`config.mk`:
```
export PLATFORM = sky130hd
export DESIGN_NAME = barrier_sync_node
export DESIGN_NICKNAME = d
export VERILOG_FILES = /design/src/hw/barrier_sync_pkg.sv /design/src/hw/barrier_sync_node.sv /design/src/hw/fan_tree_unit.sv /design/src/hw/system_combine_unit.sv
export SDC_FILE = /design/constraint.sdc
export NUM_CORES = 1
export LEC_CHECK = 0
export ABC_AREA = 1
export ABC_CLOCK_PERIOD_IN_PS = 1300
export BUFFER_PORTS_ARGS = -buffer_cell sky130_fd_sc_hd__buf_2
export CELL_PAD_IN_SITES_DETAIL_PLACEMENT = 1
export CELL_PAD_IN_SITES_GLOBAL_PLACEMENT = 1
export CORE_ASPECT_RATIO = 0.7
export CORE_MARGIN = 2
export CORE_UTILIZATION = 35
export CTS_CLUSTER_SIZE = 40
export DETAILED_ROUTE_END_ITERATION = 6
export GPL_TIMING_DRIVEN = 1
export HOLD_SLACK_MARGIN = 0.05
export PLACE_DENSITY_LB_ADDON = 0.1
export SETUP_SLACK_MARGIN = 0.3
export SYNTH_ARGS = -nofsm -noshare
export SYNTH_HDL_FRONTEND = slang
export SYNTH_SLANG_ARGS = --single-unit
```
`constraint.sdc`:
```
create_clock -name i_clk -period 1.3 [get_ports i_clk]
set_input_delay 0.065 -clock i_clk [delete_from_list [all_inputs] [get_ports i_clk]]
set_output_delay 0.065 -clock i_clk [all_outputs]
set_load 0.005 [all_outputs]
```
`src/hw/barrier_sync_pkg.sv`:
```
// barrier_sync_pkg: shared constants, register map and mode type of the
// barrier synchronisation node. Assumes a 32-bit APB host and lock-step peers.
package barrier_sync_pkg;
    // barrier bits, transfers and tree shape
    localparam int NUM_BITS   = 16;
    localparam int REG_BITS   = 8;
    localparam int NIBBLE     = 4;
    localparam int PHASES     = 4;
    localparam int LEVELS     = 5;
    localparam int PEERS      = 3;
    localparam int UNIT_CHANS = 2;
    localparam int SYNC_DEPTH = 2;
    // register byte offsets
    localparam logic [11:0] ADDR_LOW    = 12'h000;
    localparam logic [11:0] ADDR_HIGH   = 12'h004;
    localparam logic [11:0] ADDR_MODE   = 12'h008;
    localparam logic [11:0] ADDR_CTRL   = 12'h00C;
    localparam logic [11:0] ADDR_STATUS = 12'h010;
    // field positions and reset values
    localparam int CTRL_IRQ_EN_BIT  = 0;
    localparam int CTRL_CHASSIS_LSB = 2;
    localparam int STATUS_IRQ_BIT   = 0;
    localparam int STATUS_PHASE_LSB = 4;
    localparam logic [LEVELS-1:0] MODE_RESET = 5'h1F;
    // board route straps of the two fan units
    localparam logic ROUTE_EVEN = 1'b0;
    localparam logic ROUTE_ODD  = 1'b1;
    // chassis arrangement of the combine unit
    typedef enum logic [1:0] {CH_SINGLE, CH_TWO, CH_FOUR_EDGE, CH_FOUR_CENTER} chassis_mode_t;
endpackage

```
`src/hw/barrier_sync_node.sv`:
```
// barrier_sync_node: barrier register unit with APB registers, four-phase
// fan-in transfers, two fan units and the system combine unit.
// Assumes peers run in lock step with the same phase count and sync delay.
//
// Behaviour
// - processor arrival sets the selected bit of the low or high register.
// - a set bit holds until its channel completion input reads 1.
// - completion clears the bit and raises the interrupt when enabled.
// - bits go to fan units as four 4-bit transfers.
// - each fan-in stage ANDs four bits into one.
// - the fan-in is a five-level AND tree.
// - fan-out replicates each result to four, over five levels.
// - shortcut select 1 routes AND output into the paired fan-out.
// - route select 0 makes the even unit forward n+0 and n+1.
// - route select 1 makes the odd unit forward n+2 and n+3.
// - a level-one bypass point serves four processors, two per node.
// - combine unit ANDs all module bits and broadcasts the result.
// - I/O and redundant first, then processors, then other chassis.
// - two chassis exchange chassis ANDs and both AND them.
// - four chassis: edges feed centers, centers exchange and return.
// - fan-out retraces fan-in nodes, replicating instead of ANDing.
// - mode bit 0 closes the level-one point, 1 passes upward.
`timescale 1ns/1ps
`default_nettype none
module barrier_sync_node
    import barrier_sync_pkg::*;
(
    // clock, reset, enable
    input  wire logic                                   i_clk,
    input  wire logic                                   i_rst,
    input  wire logic                                   i_ce,
    // apb slave
    input  wire logic                                   i_psel,
    input  wire logic                                   i_penable,
    input  wire logic                                   i_pwrite,
    input  wire logic [11:0]                            i_paddr,
    input  wire logic [31:0]                            i_pwdata,
    output logic      [31:0]                            o_prdata,
    output logic                                        o_pready,
    output logic                                        o_pslverr,
    // fan network pins, channels n+0..n+3
    input  wire logic [LEVELS-1:0][NIBBLE-1:0][PEERS-1:0] i_peer_fanin,
    input  wire logic [NIBBLE-1:0]                      i_top_result,
    output logic      [NIBBLE-1:0]                      o_tree_up,
    output logic      [LEVELS-1:0][NIBBLE-1:0][PEERS-1:0] o_peer_fanout,
    output logic      [NIBBLE-1:0]                      o_fanin_nibble,
    output logic      [1:0]                             o_fanin_phase,
    // system combine pins
    input  wire logic [NIBBLE-1:0]                      i_sys_pe,
    input  wire logic [NIBBLE-1:0]                      i_sys_io,
    input  wire logic [NIBBLE-1:0]                      i_sys_red,
    input  wire logic [NIBBLE-1:0]                      i_sys_peer,
    input  wire logic [NIBBLE-1:0]                      i_sys_edge,
    output logic      [NIBBLE-1:0]                      o_sys_peer,
    output logic      [NIBBLE-1:0]                      o_sys_edge,
    output logic      [NIBBLE-1:0]                      o_sys_broadcast,
    // barrier interrupt level
    output logic                                        o_barrier_irq
);
    typedef struct packed {
        logic [NUM_BITS-1:0]                          bits;
        logic [LEVELS-1:0]                            mode;
        logic                                         irq_en;
        logic [1:0]                                   chassis;
        logic                                         irq;
        logic [1:0]                                   phase;
        logic [NIBBLE-1:0]                            nib;
        logic [1:0]                                   nib_phase;
        logic [SYNC_DEPTH-1:0][NIBBLE-1:0]            nib_d;
        logic [SYNC_DEPTH:0][1:0]                     ph_d;
        logic [LEVELS-1:0][NIBBLE-1:0][PEERS-1:0]     peer_s1;
        logic [LEVELS-1:0][NIBBLE-1:0][PEERS-1:0]     peer_s2;
        logic [NIBBLE-1:0]                            top_s1;
        logic [NIBBLE-1:0]                            top_s2;
        logic [31:0]                                  rdata;
    } node_state_t;

    node_state_t         cur;
    node_state_t         next_cur;
    logic [NIBBLE-1:0]   done;
    logic [NUM_BITS-1:0] set_mask;
    logic [NUM_BITS-1:0] clr_mask;
    logic                wr_acc;
    logic                hit;
    logic [LEVELS-1:0]   shortcut;

    // zero-wait slave; errors flagged combinationally in the access phase
    assign wr_acc    = i_psel & i_penable & i_pwrite;
    assign hit       = (i_paddr == ADDR_LOW) || (i_paddr == ADDR_HIGH) ||
                       (i_paddr == ADDR_MODE) || (i_paddr == ADDR_CTRL) ||
                       (i_paddr == ADDR_STATUS);
    assign o_pready  = 1'b1;
    assign o_pslverr = i_psel & i_penable & ~hit;
    // mode bit 0 means close here
    assign shortcut  = ~cur.mode;

    // arrival and completion masks
    always_comb begin
        set_mask = '0;
        clr_mask = '0;
        if (wr_acc && i_paddr == ADDR_LOW) begin
            set_mask[REG_BITS-1:0] = i_pwdata[REG_BITS-1:0];
        end
        if (wr_acc && i_paddr == ADDR_HIGH) begin
            set_mask[NUM_BITS-1:REG_BITS] = i_pwdata[REG_BITS-1:0];
        end
        for (int c = 0; c < NIBBLE; c++) begin
            if (done[c]) begin
                clr_mask[{cur.ph_d[SYNC_DEPTH], 2'(c)}] = 1'b1;
            end
        end
    end

    // register file, transfer sequencer and pin synchronisers
    always_comb begin
        next_cur = cur;
        // arrival sets, and wins over a same-cycle completion
        next_cur.bits = (cur.bits & ~clr_mask) | set_mask;
        if (cur.irq_en && (cur.bits & clr_mask) != '0) begin
            next_cur.irq = 1'b1;
        end else if (wr_acc && i_paddr == ADDR_STATUS && i_pwdata[STATUS_IRQ_BIT]) begin
            next_cur.irq = 1'b0;
        end
        if (wr_acc && i_paddr == ADDR_MODE) begin
            next_cur.mode = i_pwdata[LEVELS-1:0];
        end
        if (wr_acc && i_paddr == ADDR_CTRL) begin
            next_cur.irq_en  = i_pwdata[CTRL_IRQ_EN_BIT];
            next_cur.chassis = i_pwdata[CTRL_CHASSIS_LSB +: 2];
        end
        next_cur.phase     = cur.phase + 2'h1;
        next_cur.nib       = cur.bits[{cur.phase, 2'h0} +: NIBBLE];
        next_cur.nib_phase = cur.phase;
        // local data delayed to meet peer data through the syncs
        next_cur.nib_d = {cur.nib_d[SYNC_DEPTH-2:0], cur.nib};
        next_cur.ph_d  = {cur.ph_d[SYNC_DEPTH-1:0], cur.nib_phase};
        // two-flop capture of network pins
        next_cur.peer_s1 = i_peer_fanin;
        next_cur.peer_s2 = cur.peer_s1;
        next_cur.top_s1  = i_top_result;
        next_cur.top_s2  = cur.top_s1;
        // read data captured in the setup phase
        next_cur.rdata = '0;
        if (i_psel && !i_penable && !i_pwrite) begin
            unique case (i_paddr)
                ADDR_LOW:    next_cur.rdata[REG_BITS-1:0] = cur.bits[REG_BITS-1:0];
                ADDR_HIGH:   next_cur.rdata[REG_BITS-1:0] = cur.bits[NUM_BITS-1:REG_BITS];
                ADDR_MODE:   next_cur.rdata[LEVELS-1:0] = cur.mode;
                ADDR_CTRL: begin
                    next_cur.rdata[CTRL_IRQ_EN_BIT] = cur.irq_en;
                    next_cur.rdata[CTRL_CHASSIS_LSB +: 2] = cur.chassis;
                end
                ADDR_STATUS: begin
                    next_cur.rdata[STATUS_IRQ_BIT] = cur.irq;
                    next_cur.rdata[STATUS_PHASE_LSB +: 2] = cur.phase;
                end
                default:     next_cur.rdata = '0;
            endcase
        end
    end

    // state register; clock enable freezes everything
    always_ff @(posedge i_clk) begin
        if (i_rst) begin
            cur      <= '0;
            cur.mode <= MODE_RESET;
        end else if (i_ce) begin
            cur <= next_cur;
        end
    end

    assign o_prdata       = cur.rdata;
    assign o_fanin_nibble = cur.nib;
    assign o_fanin_phase  = cur.nib_phase;
    assign o_barrier_irq  = cur.irq;

    // each unit's level-one inputs are this node plus three peers
    fan_tree_unit u_fan_unit_even (
        .i_clk         (i_clk),
        .i_rst         (i_rst),
        .i_ce          (i_ce),
        .i_route       (ROUTE_EVEN),
        .i_nibble      (cur.nib_d[SYNC_DEPTH-1]),
        .i_shortcut    (shortcut),
        .i_peer        ({cur.peer_s2[4][1:0], cur.peer_s2[3][1:0], cur.peer_s2[2][1:0],
                         cur.peer_s2[1][1:0], cur.peer_s2[0][1:0]}),
        .i_top_result  (cur.top_s2[1:0]),
        .o_up          (o_tree_up[1:0]),
        .o_peer_fanout ({o_peer_fanout[4][1:0], o_peer_fanout[3][1:0],
                         o_peer_fanout[2][1:0], o_peer_fanout[1][1:0],
                         o_peer_fanout[0][1:0]}),
        .o_local_done  (done[1:0])
    );

    fan_tree_unit u_fan_unit_odd (
        .i_clk         (i_clk),
        .i_rst         (i_rst),
        .i_ce          (i_ce),
        .i_route       (ROUTE_ODD),
        .i_nibble      (cur.nib_d[SYNC_DEPTH-1]),
        .i_shortcut    (shortcut),
        .i_peer        ({cur.peer_s2[4][3:2], cur.peer_s2[3][3:2], cur.peer_s2[2][3:2],
                         cur.peer_s2[1][3:2], cur.peer_s2[0][3:2]}),
        .i_top_result  (cur.top_s2[3:2]),
        .o_up          (o_tree_up[3:2]),
        .o_peer_fanout ({o_peer_fanout[4][3:2], o_peer_fanout[3][3:2],
                         o_peer_fanout[2][3:2], o_peer_fanout[1][3:2],
                         o_peer_fanout[0][3:2]}),
        .o_local_done  (done[3:2])
    );

    // final AND and broadcast across modules
    system_combine_unit u_system_combine_unit (
        .i_clk       (i_clk),
        .i_rst       (i_rst),
        .i_ce        (i_ce),
        .i_mode      (chassis_mode_t'(cur.chassis)),
        .i_pe        (i_sys_pe),
        .i_io        (i_sys_io),
        .i_red       (i_sys_red),
        .i_peer      (i_sys_peer),
        .i_edge      (i_sys_edge),
        .o_peer_out  (o_sys_peer),
        .o_edge_out  (o_sys_edge),
        .o_broadcast (o_sys_broadcast)
    );

    // checks next to the register unit
    a_set_on_write : assert property (@(posedge i_clk) disable iff (i_rst)
        i_ce && wr_acc && i_paddr == ADDR_LOW |=> (cur.bits[REG_BITS-1:0] & $past(i_pwdata[REG_BITS-1:0])) == $past(i_pwdata[REG_BITS-1:0]))
        else $error("arrival write did not set bit");
    a_hold_bits : assert property (@(posedge i_clk) disable iff (i_rst)
        i_ce && done == '0 |=> (cur.bits & $past(cur.bits)) == $past(cur.bits))
        else $error("barrier bit dropped without completion");
    a_clear_done : assert property (@(posedge i_clk) disable iff (i_rst)
        i_ce && set_mask == '0 && clr_mask != '0 |=> (cur.bits & $past(clr_mask)) == '0)
        else $error("completion did not clear bit");
    a_irq_raise : assert property (@(posedge i_clk) disable iff (i_rst)
        i_ce && cur.irq_en && (cur.bits & clr_mask) != '0 |=> o_barrier_irq)
        else $error("interrupt not raised on completion");
    a_no_irq_off : assert property (@(posedge i_clk) disable iff (i_rst)
        i_ce && !cur.irq_en && !cur.irq |=> !o_barrier_irq)
        else $error("interrupt raised while disabled");
    a_four_phases : assert property (@(posedge i_clk) disable iff (i_rst)
        i_ce ##1 i_ce |=> o_fanin_phase == 2'($past(o_fanin_phase) + 2'h1))
        else $error("transfer phase did not advance");
    a_fanout_copy : assert property (@(posedge i_clk) disable iff (i_rst)
        o_peer_fanout[0][0] == '0 || o_peer_fanout[0][0] == '1)
        else $error("fan-out copies differ");
    c_arrival : cover property (@(posedge i_clk) wr_acc && i_paddr == ADDR_LOW);
    c_complete : cover property (@(posedge i_clk) (cur.bits & clr_mask) != '0);
    c_irq : cover property (@(posedge i_clk) cur.irq_en ##1 o_barrier_irq);
endmodule // barrier_sync_node
`default_nettype wire

```
`src/hw/fan_tree_unit.sv`:
```
// fan_tree_unit: five-level 4-to-1 AND fan-in and 1-to-4 fan-out for two
// barrier channels. Assumes peer inputs already synchronised to i_clk.
`timescale 1ns/1ps
`default_nettype none
module fan_tree_unit
    import barrier_sync_pkg::*;
(
    // clock, reset, enable
    input  wire logic                                   i_clk,
    input  wire logic                                   i_rst,
    input  wire logic                                   i_ce,
    // strap and controls
    input  wire logic                                   i_route,
    input  wire logic [NIBBLE-1:0]                      i_nibble,
    input  wire logic [LEVELS-1:0]                      i_shortcut,
    // network side
    input  wire logic [LEVELS-1:0][UNIT_CHANS-1:0][PEERS-1:0] i_peer,
    input  wire logic [UNIT_CHANS-1:0]                  i_top_result,
    output logic      [UNIT_CHANS-1:0]                  o_up,
    output logic      [LEVELS-1:0][UNIT_CHANS-1:0][PEERS-1:0] o_peer_fanout,
    // toward the register unit
    output logic      [UNIT_CHANS-1:0]                  o_local_done
);
    typedef struct packed {
        logic [UNIT_CHANS-1:0]             up;
        logic [LEVELS-1:0][UNIT_CHANS-1:0] fan;
        logic [UNIT_CHANS-1:0]             done;
    } fan_state_t;

    fan_state_t                        cur;
    fan_state_t                        next_cur;
    logic [LEVELS-1:0][UNIT_CHANS-1:0] and_out;
    logic [LEVELS:0][UNIT_CHANS-1:0]   below;
    logic [LEVELS:0][UNIT_CHANS-1:0]   down;

    // per channel tree; a closed bypass point sends a neutral 1 upward
    for (genvar c = 0; c < UNIT_CHANS; c++) begin : g_chan
        assign below[0][c] = i_route ? i_nibble[c + 2] : i_nibble[c];
        assign down[LEVELS][c] = i_top_result[c];
        for (genvar l = 0; l < LEVELS; l++) begin : g_lvl
            assign and_out[l][c] = below[l][c] & (&i_peer[l][c]);
            assign below[l + 1][c] = i_shortcut[l] ? 1'b1 : and_out[l][c];
            assign down[l][c] = i_shortcut[l] ? and_out[l][c] : down[l + 1][c];
        end
    end

    // registered outputs
    always_comb begin
        next_cur      = cur;
        next_cur.up   = below[LEVELS];
        next_cur.fan  = down[LEVELS-1:0];
        // result walks back down the same path
        next_cur.done = down[0];
    end

    always_ff @(posedge i_clk) begin
        if (i_rst) begin
            cur <= '0;
        end else if (i_ce) begin
            cur <= next_cur;
        end
    end

    assign o_up         = cur.up;
    assign o_local_done = cur.done;
    // each result copied to every peer
    for (genvar l = 0; l < LEVELS; l++) begin : g_rep
        for (genvar c = 0; c < UNIT_CHANS; c++) begin : g_rc
            assign o_peer_fanout[l][c] = {PEERS{cur.fan[l][c]}};
        end
    end

    a_fanin_and : assert property (@(posedge i_clk) disable iff (i_rst)
        i_ce && i_shortcut == '0 |=> o_up == $past(and_out[LEVELS-1]))
        else $error("fan-in AND result wrong");
    a_bypass_route : assert property (@(posedge i_clk) disable iff (i_rst)
        i_ce && i_shortcut[0] |=> o_local_done == $past(and_out[0]) &&
        (!$past(i_shortcut[LEVELS-1]) || o_up == '1))
        else $error("bypass did not return AND output");
endmodule // fan_tree_unit
`default_nettype wire

```
`src/hw/system_combine_unit.sv`:
```
// system_combine_unit: final AND across modules and chassis, with broadcast.
// Assumes the five module and chassis inputs come from other boards and are synchronised here.
`timescale 1ns/1ps
`default_nettype none
module system_combine_unit
    import barrier_sync_pkg::*;
(
    // clock, reset, enable
    input  wire logic              i_clk,
    input  wire logic              i_rst,
    input  wire logic              i_ce,
    input  wire chassis_mode_t     i_mode,
    // module and chassis inputs
    input  wire logic [NIBBLE-1:0] i_pe,
    input  wire logic [NIBBLE-1:0] i_io,
    input  wire logic [NIBBLE-1:0] i_red,
    input  wire logic [NIBBLE-1:0] i_peer,
    input  wire logic [NIBBLE-1:0] i_edge,
    // outputs
    output logic      [NIBBLE-1:0] o_peer_out,
    output logic      [NIBBLE-1:0] o_edge_out,
    output logic      [NIBBLE-1:0] o_broadcast
);
    typedef struct packed {
        logic [4:0][NIBBLE-1:0] s1;
        logic [4:0][NIBBLE-1:0] s2;
        logic [NIBBLE-1:0]      peer_out;
        logic [NIBBLE-1:0]      edge_out;
        logic [NIBBLE-1:0]      bcast;
    } comb_state_t;

    comb_state_t       cur;
    comb_state_t       next_cur;
    logic [NIBBLE-1:0] and_io;
    logic [NIBBLE-1:0] and_chassis;
    logic [NIBBLE-1:0] and_pair;

    assign and_io      = cur.s2[1] & cur.s2[2];
    assign and_chassis = and_io & cur.s2[0];
    assign and_pair    = and_chassis & cur.s2[4];

    // two-flop sync of board inputs, then arrangement selection
    always_comb begin
        next_cur          = cur;
        next_cur.s1       = {i_edge, i_peer, i_red, i_io, i_pe};
        next_cur.s2       = cur.s1;
        next_cur.peer_out = and_chassis;
        next_cur.edge_out = '0;
        unique case (i_mode)
            CH_SINGLE:      next_cur.bcast = and_chassis;
            CH_TWO:         next_cur.bcast = and_chassis & cur.s2[3];
            CH_FOUR_EDGE:   next_cur.bcast = cur.s2[3];
            CH_FOUR_CENTER: begin
                next_cur.peer_out = and_pair;
                next_cur.edge_out = and_pair & cur.s2[3];
                next_cur.bcast    = and_pair & cur.s2[3];
            end
        endcase
    end

    always_ff @(posedge i_clk) begin
        if (i_rst) begin
            cur <= '0;
        end else if (i_ce) begin
            cur <= next_cur;
        end
    end

    assign o_peer_out  = cur.peer_out;
    assign o_edge_out  = cur.edge_out;
    assign o_broadcast = cur.bcast;

    a_two_chassis : assert property (@(posedge i_clk) disable iff (i_rst)
        i_ce && i_mode == CH_TWO |=> o_broadcast == ($past(and_chassis) & $past(cur.s2[3])))
        else $error("two-chassis final AND wrong");
    a_combine_order : assert property (@(posedge i_clk) disable iff (i_rst)
        i_ce |=> o_peer_out == '0 || $past(and_io) != '0)
        else $error("chassis AND not built on I/O AND");
    c_four_center : cover property (@(posedge i_clk) i_mode == CH_FOUR_CENTER && o_edge_out != '0);
endmodule // system_combine_unit
`default_nettype wire

```
==> results.txt <==
status: complete, but fails checks
failing checks: negative setup slack
H-tree levels: 1
post-DP HPWL: 25.9 mm
RSZ-0062 raised after global routing: true
final net count: 1,987
Post-Route WL: 43.4 mm
most frequent cells in the layout: nor2_1 (357), o21ai_0 (207), dfxtp_1 (172), buf_4 (134), buf_6 (126)
Max VDD drop: 0.000803 V
Async S/R FF share, synth: 0%
post-place setup slack: -0.394 ns
period utilization: 144%
initial antenna violation count: 0
min cycle time layout: 1.87 ns
CP Max Fanout: 2
via count: 11,300
Post-Layout Inst Area: 17,000 um^2
kind of critical path: flip-flop to flip-flop
setup_tns: -9.70 ns
die height: 152 um
share of cells above drive strength 1: 39.7%
hold crit path type: primary input to flip-flop
Rows: 54
Post-DRT Antenna Nets: 0
max-cap violations: 0
Placement Cell Area: 12,700 um^2
static leakage: 7.32 nW
Inserted Clock Buffers: 27
vias in the first global route: 11,500
commonest non-fill, non-tap cell in the layout: nor2_1
total gr overflow: 0
synthesis-to-layout area growth: 54.8%
num ports: 251
Filler Cell Count: 3,665
YS warnings: 0
Slew Limit Fails: 0
DRC: 0
Avg Cell Area, Syn: 7.43 um^2
die footprint: 32,800 um^2
Worst Hold Path Cells: 5
Post-synth EDFFs: 0
core area: 31,000 um^2
Starting Density: 35.4%
final clock skew: 0.0135 ns
TritonCTS clock tree: yes
setup slack after layout: -0.570 ns
ANT cells: 0
Clock transition at path regs: 0.07 ns
RD Place Congestion: 0.855
first-pass GRT wire length: 64.3 mm
pin count of the biggest net entering global routing: 100
Mapped Cells: 1,477
port bufs: 201
vias per inst: 4.96
Setup crit end kind: flip-flop
Hold WS: 0.105 ns
Req. time, crit path: 1.78 ns
Non-Filler Instances: 2,290
main flop type after synthesis: dfxtp_1
clock latency on the worst-skew pair: 0.55 ns
Cells after DPL: 2,066
flops & latches, synth: 259
Power per Cell Area: 1130 nW/um^2
CP Launch Type: flip-flop
GRT Util Overall: 24.4%
1st-iter DRT viols: 718
Seq/Total Area, Yosys: 47.2%
Final Hold Fails: 0
Sink Count: 259
1st-pass router iterations: 5
path depth of the worst reg2reg path: 16
DR WL/cell: 19.0 um
Root Buffer: clkbuf_16
CP Data Arrival Time: 2.35 ns
count of different cell masters after synthesis: 41
Clock Path Buffers: 3
f_max: 535 MHz
Die Wd: 216 um
Setup-failing EPs final: 34
synthesized cell area: 11,000 um^2
==> final timing paths <==
path                            slack [ns]                   from                                      endpoint
worst min-delay path                  0.11                  i_rst                          cur[69]$_SDFFE_PP0P_
worst max register to register       -0.57   cur[51]$_SDFFE_PP0P_  u_fan_unit_odd.o_peer_fanout[3]$_SDFFE_PP0P_
worst max-delay path                 -0.57   cur[51]$_SDFFE_PP0P_  u_fan_unit_odd.o_peer_fanout[3]$_SDFFE_PP0P_
worst min register to register        0.48  cur[198]$_SDFFE_PP0P_                         cur[198]$_SDFFE_PP0P_
==> kinds of logic (layout without fill, tap and decap cells) <==
family	after synthesis	in the layout	synth area share [%]
other	2	25	0.0684
AND/OR/NAND/NOR	601	602	23.0
AO/OA/AOI/OAI	363	363	17.4
buffers and inverters	252	621	12.3
flip-flops	259	259	47.2
==> cell usage after synthesis, types with 3 or more instances <==
cell	count	share of area (%)
buf_1	3	0.10
o22ai_1	11	0.63
inv_1	67	2.3
and3_1	8	0.46
dfxtp_1	259	47
nand3_1	70	3.2
buf_2	14	0.64
a21oi_1	83	3.8
nor2_1	367	13
nor2_4	3	0.31
nand3_2	10	0.91
o21ai_1	9	0.41
buf_4	94	6.4
nor3_1	5	0.23
o21ai_0	232	11
nand2_1	124	4.2
clkbuf_1	68	2.3
a31oi_1	4	0.23
o211ai_1	13	0.89
nand4_1	5	0.28
==> flip-flops by register name (all words and copies together), names as in the netlist, 4 cells and up <==
register,flops
cur,168
o_fanin_nibble,4
o_prdata,8
u_fan_unit_even.o_peer_fanout,10
u_fan_unit_odd.o_peer_fanout,10
u_system_combine_unit.cur,40
u_system_combine_unit.o_broadcast,4
u_system_combine_unit.o_edge_out,4
u_system_combine_unit.o_peer_out,4
==> critical path, cell delays in order (launching register included) <==
cell and delay (ns):
dfxtp_2 0.35, nand2_2 0.06, o21ai_2 0.16, nand2_2 0.09, nand2_2 0.11, nand2_2 0.08, nand2_2 0.09, nand2_2 0.07
nand2_2 0.09, nand3_2 0.08, nand3_2 0.10, nand3_2 0.10, nand3_2 0.09, nand2_2 0.07, nand2_1 0.08, nand2_1 0.07
a21oi_2 0.11
==> layout make-up <==
class                           count  area (um^2)  area share, %
Clock inverter                     10          130          0.766
Sequential cell                   259         5360           31.5
Timing Repair Buffer              504         4480           26.4
Tap cell                          420          526           3.09
Timing Repair inverter              1         8.76         0.0515
Multi-Input combinational cell    990         5370           31.6
Inverter                           70          340           2.00
Clock buffer                       36          779           4.59
==> stage by stage <==
step / utilization, % / total power, mW
after floorplan: - / 9.91
after global placement: 41.1 / 10.6
after detailed placement: 41.1 / 10.6
after CTS: 51.7 / 19.2
after global routing: 54.8 / 20.2
final: 54.8 / 19.3
==> where the power goes <==
group	switching [mW]	leakage (nW)	internal, mW
Clock	3.26	0.448	4.77
Sequential	0.345	2.18	8.39
Combinational	1.30	4.69	1.22
Total	4.90	7.32	14.4
==> timing repair <==
action,CTS,global route
gates resized for setup,299,202
setup buffers,44,27
setup endpoints to repair,154,349
pin swaps,45,82
cloned,2,1
hold buffers,104,0
hold endpoints to repair,126,0
==> metal layers <==
metal	part of all wire (%)	vias to the layer above	GRT usage, %
met5	0	-	0
met4	2.2	0	4.89
met3	3.9	73	3.53
met2	45	259	38.1
met1	49	5512	35.8
li1	-	5504	-
Note: power is estimated with default switching activity, not from simulation.
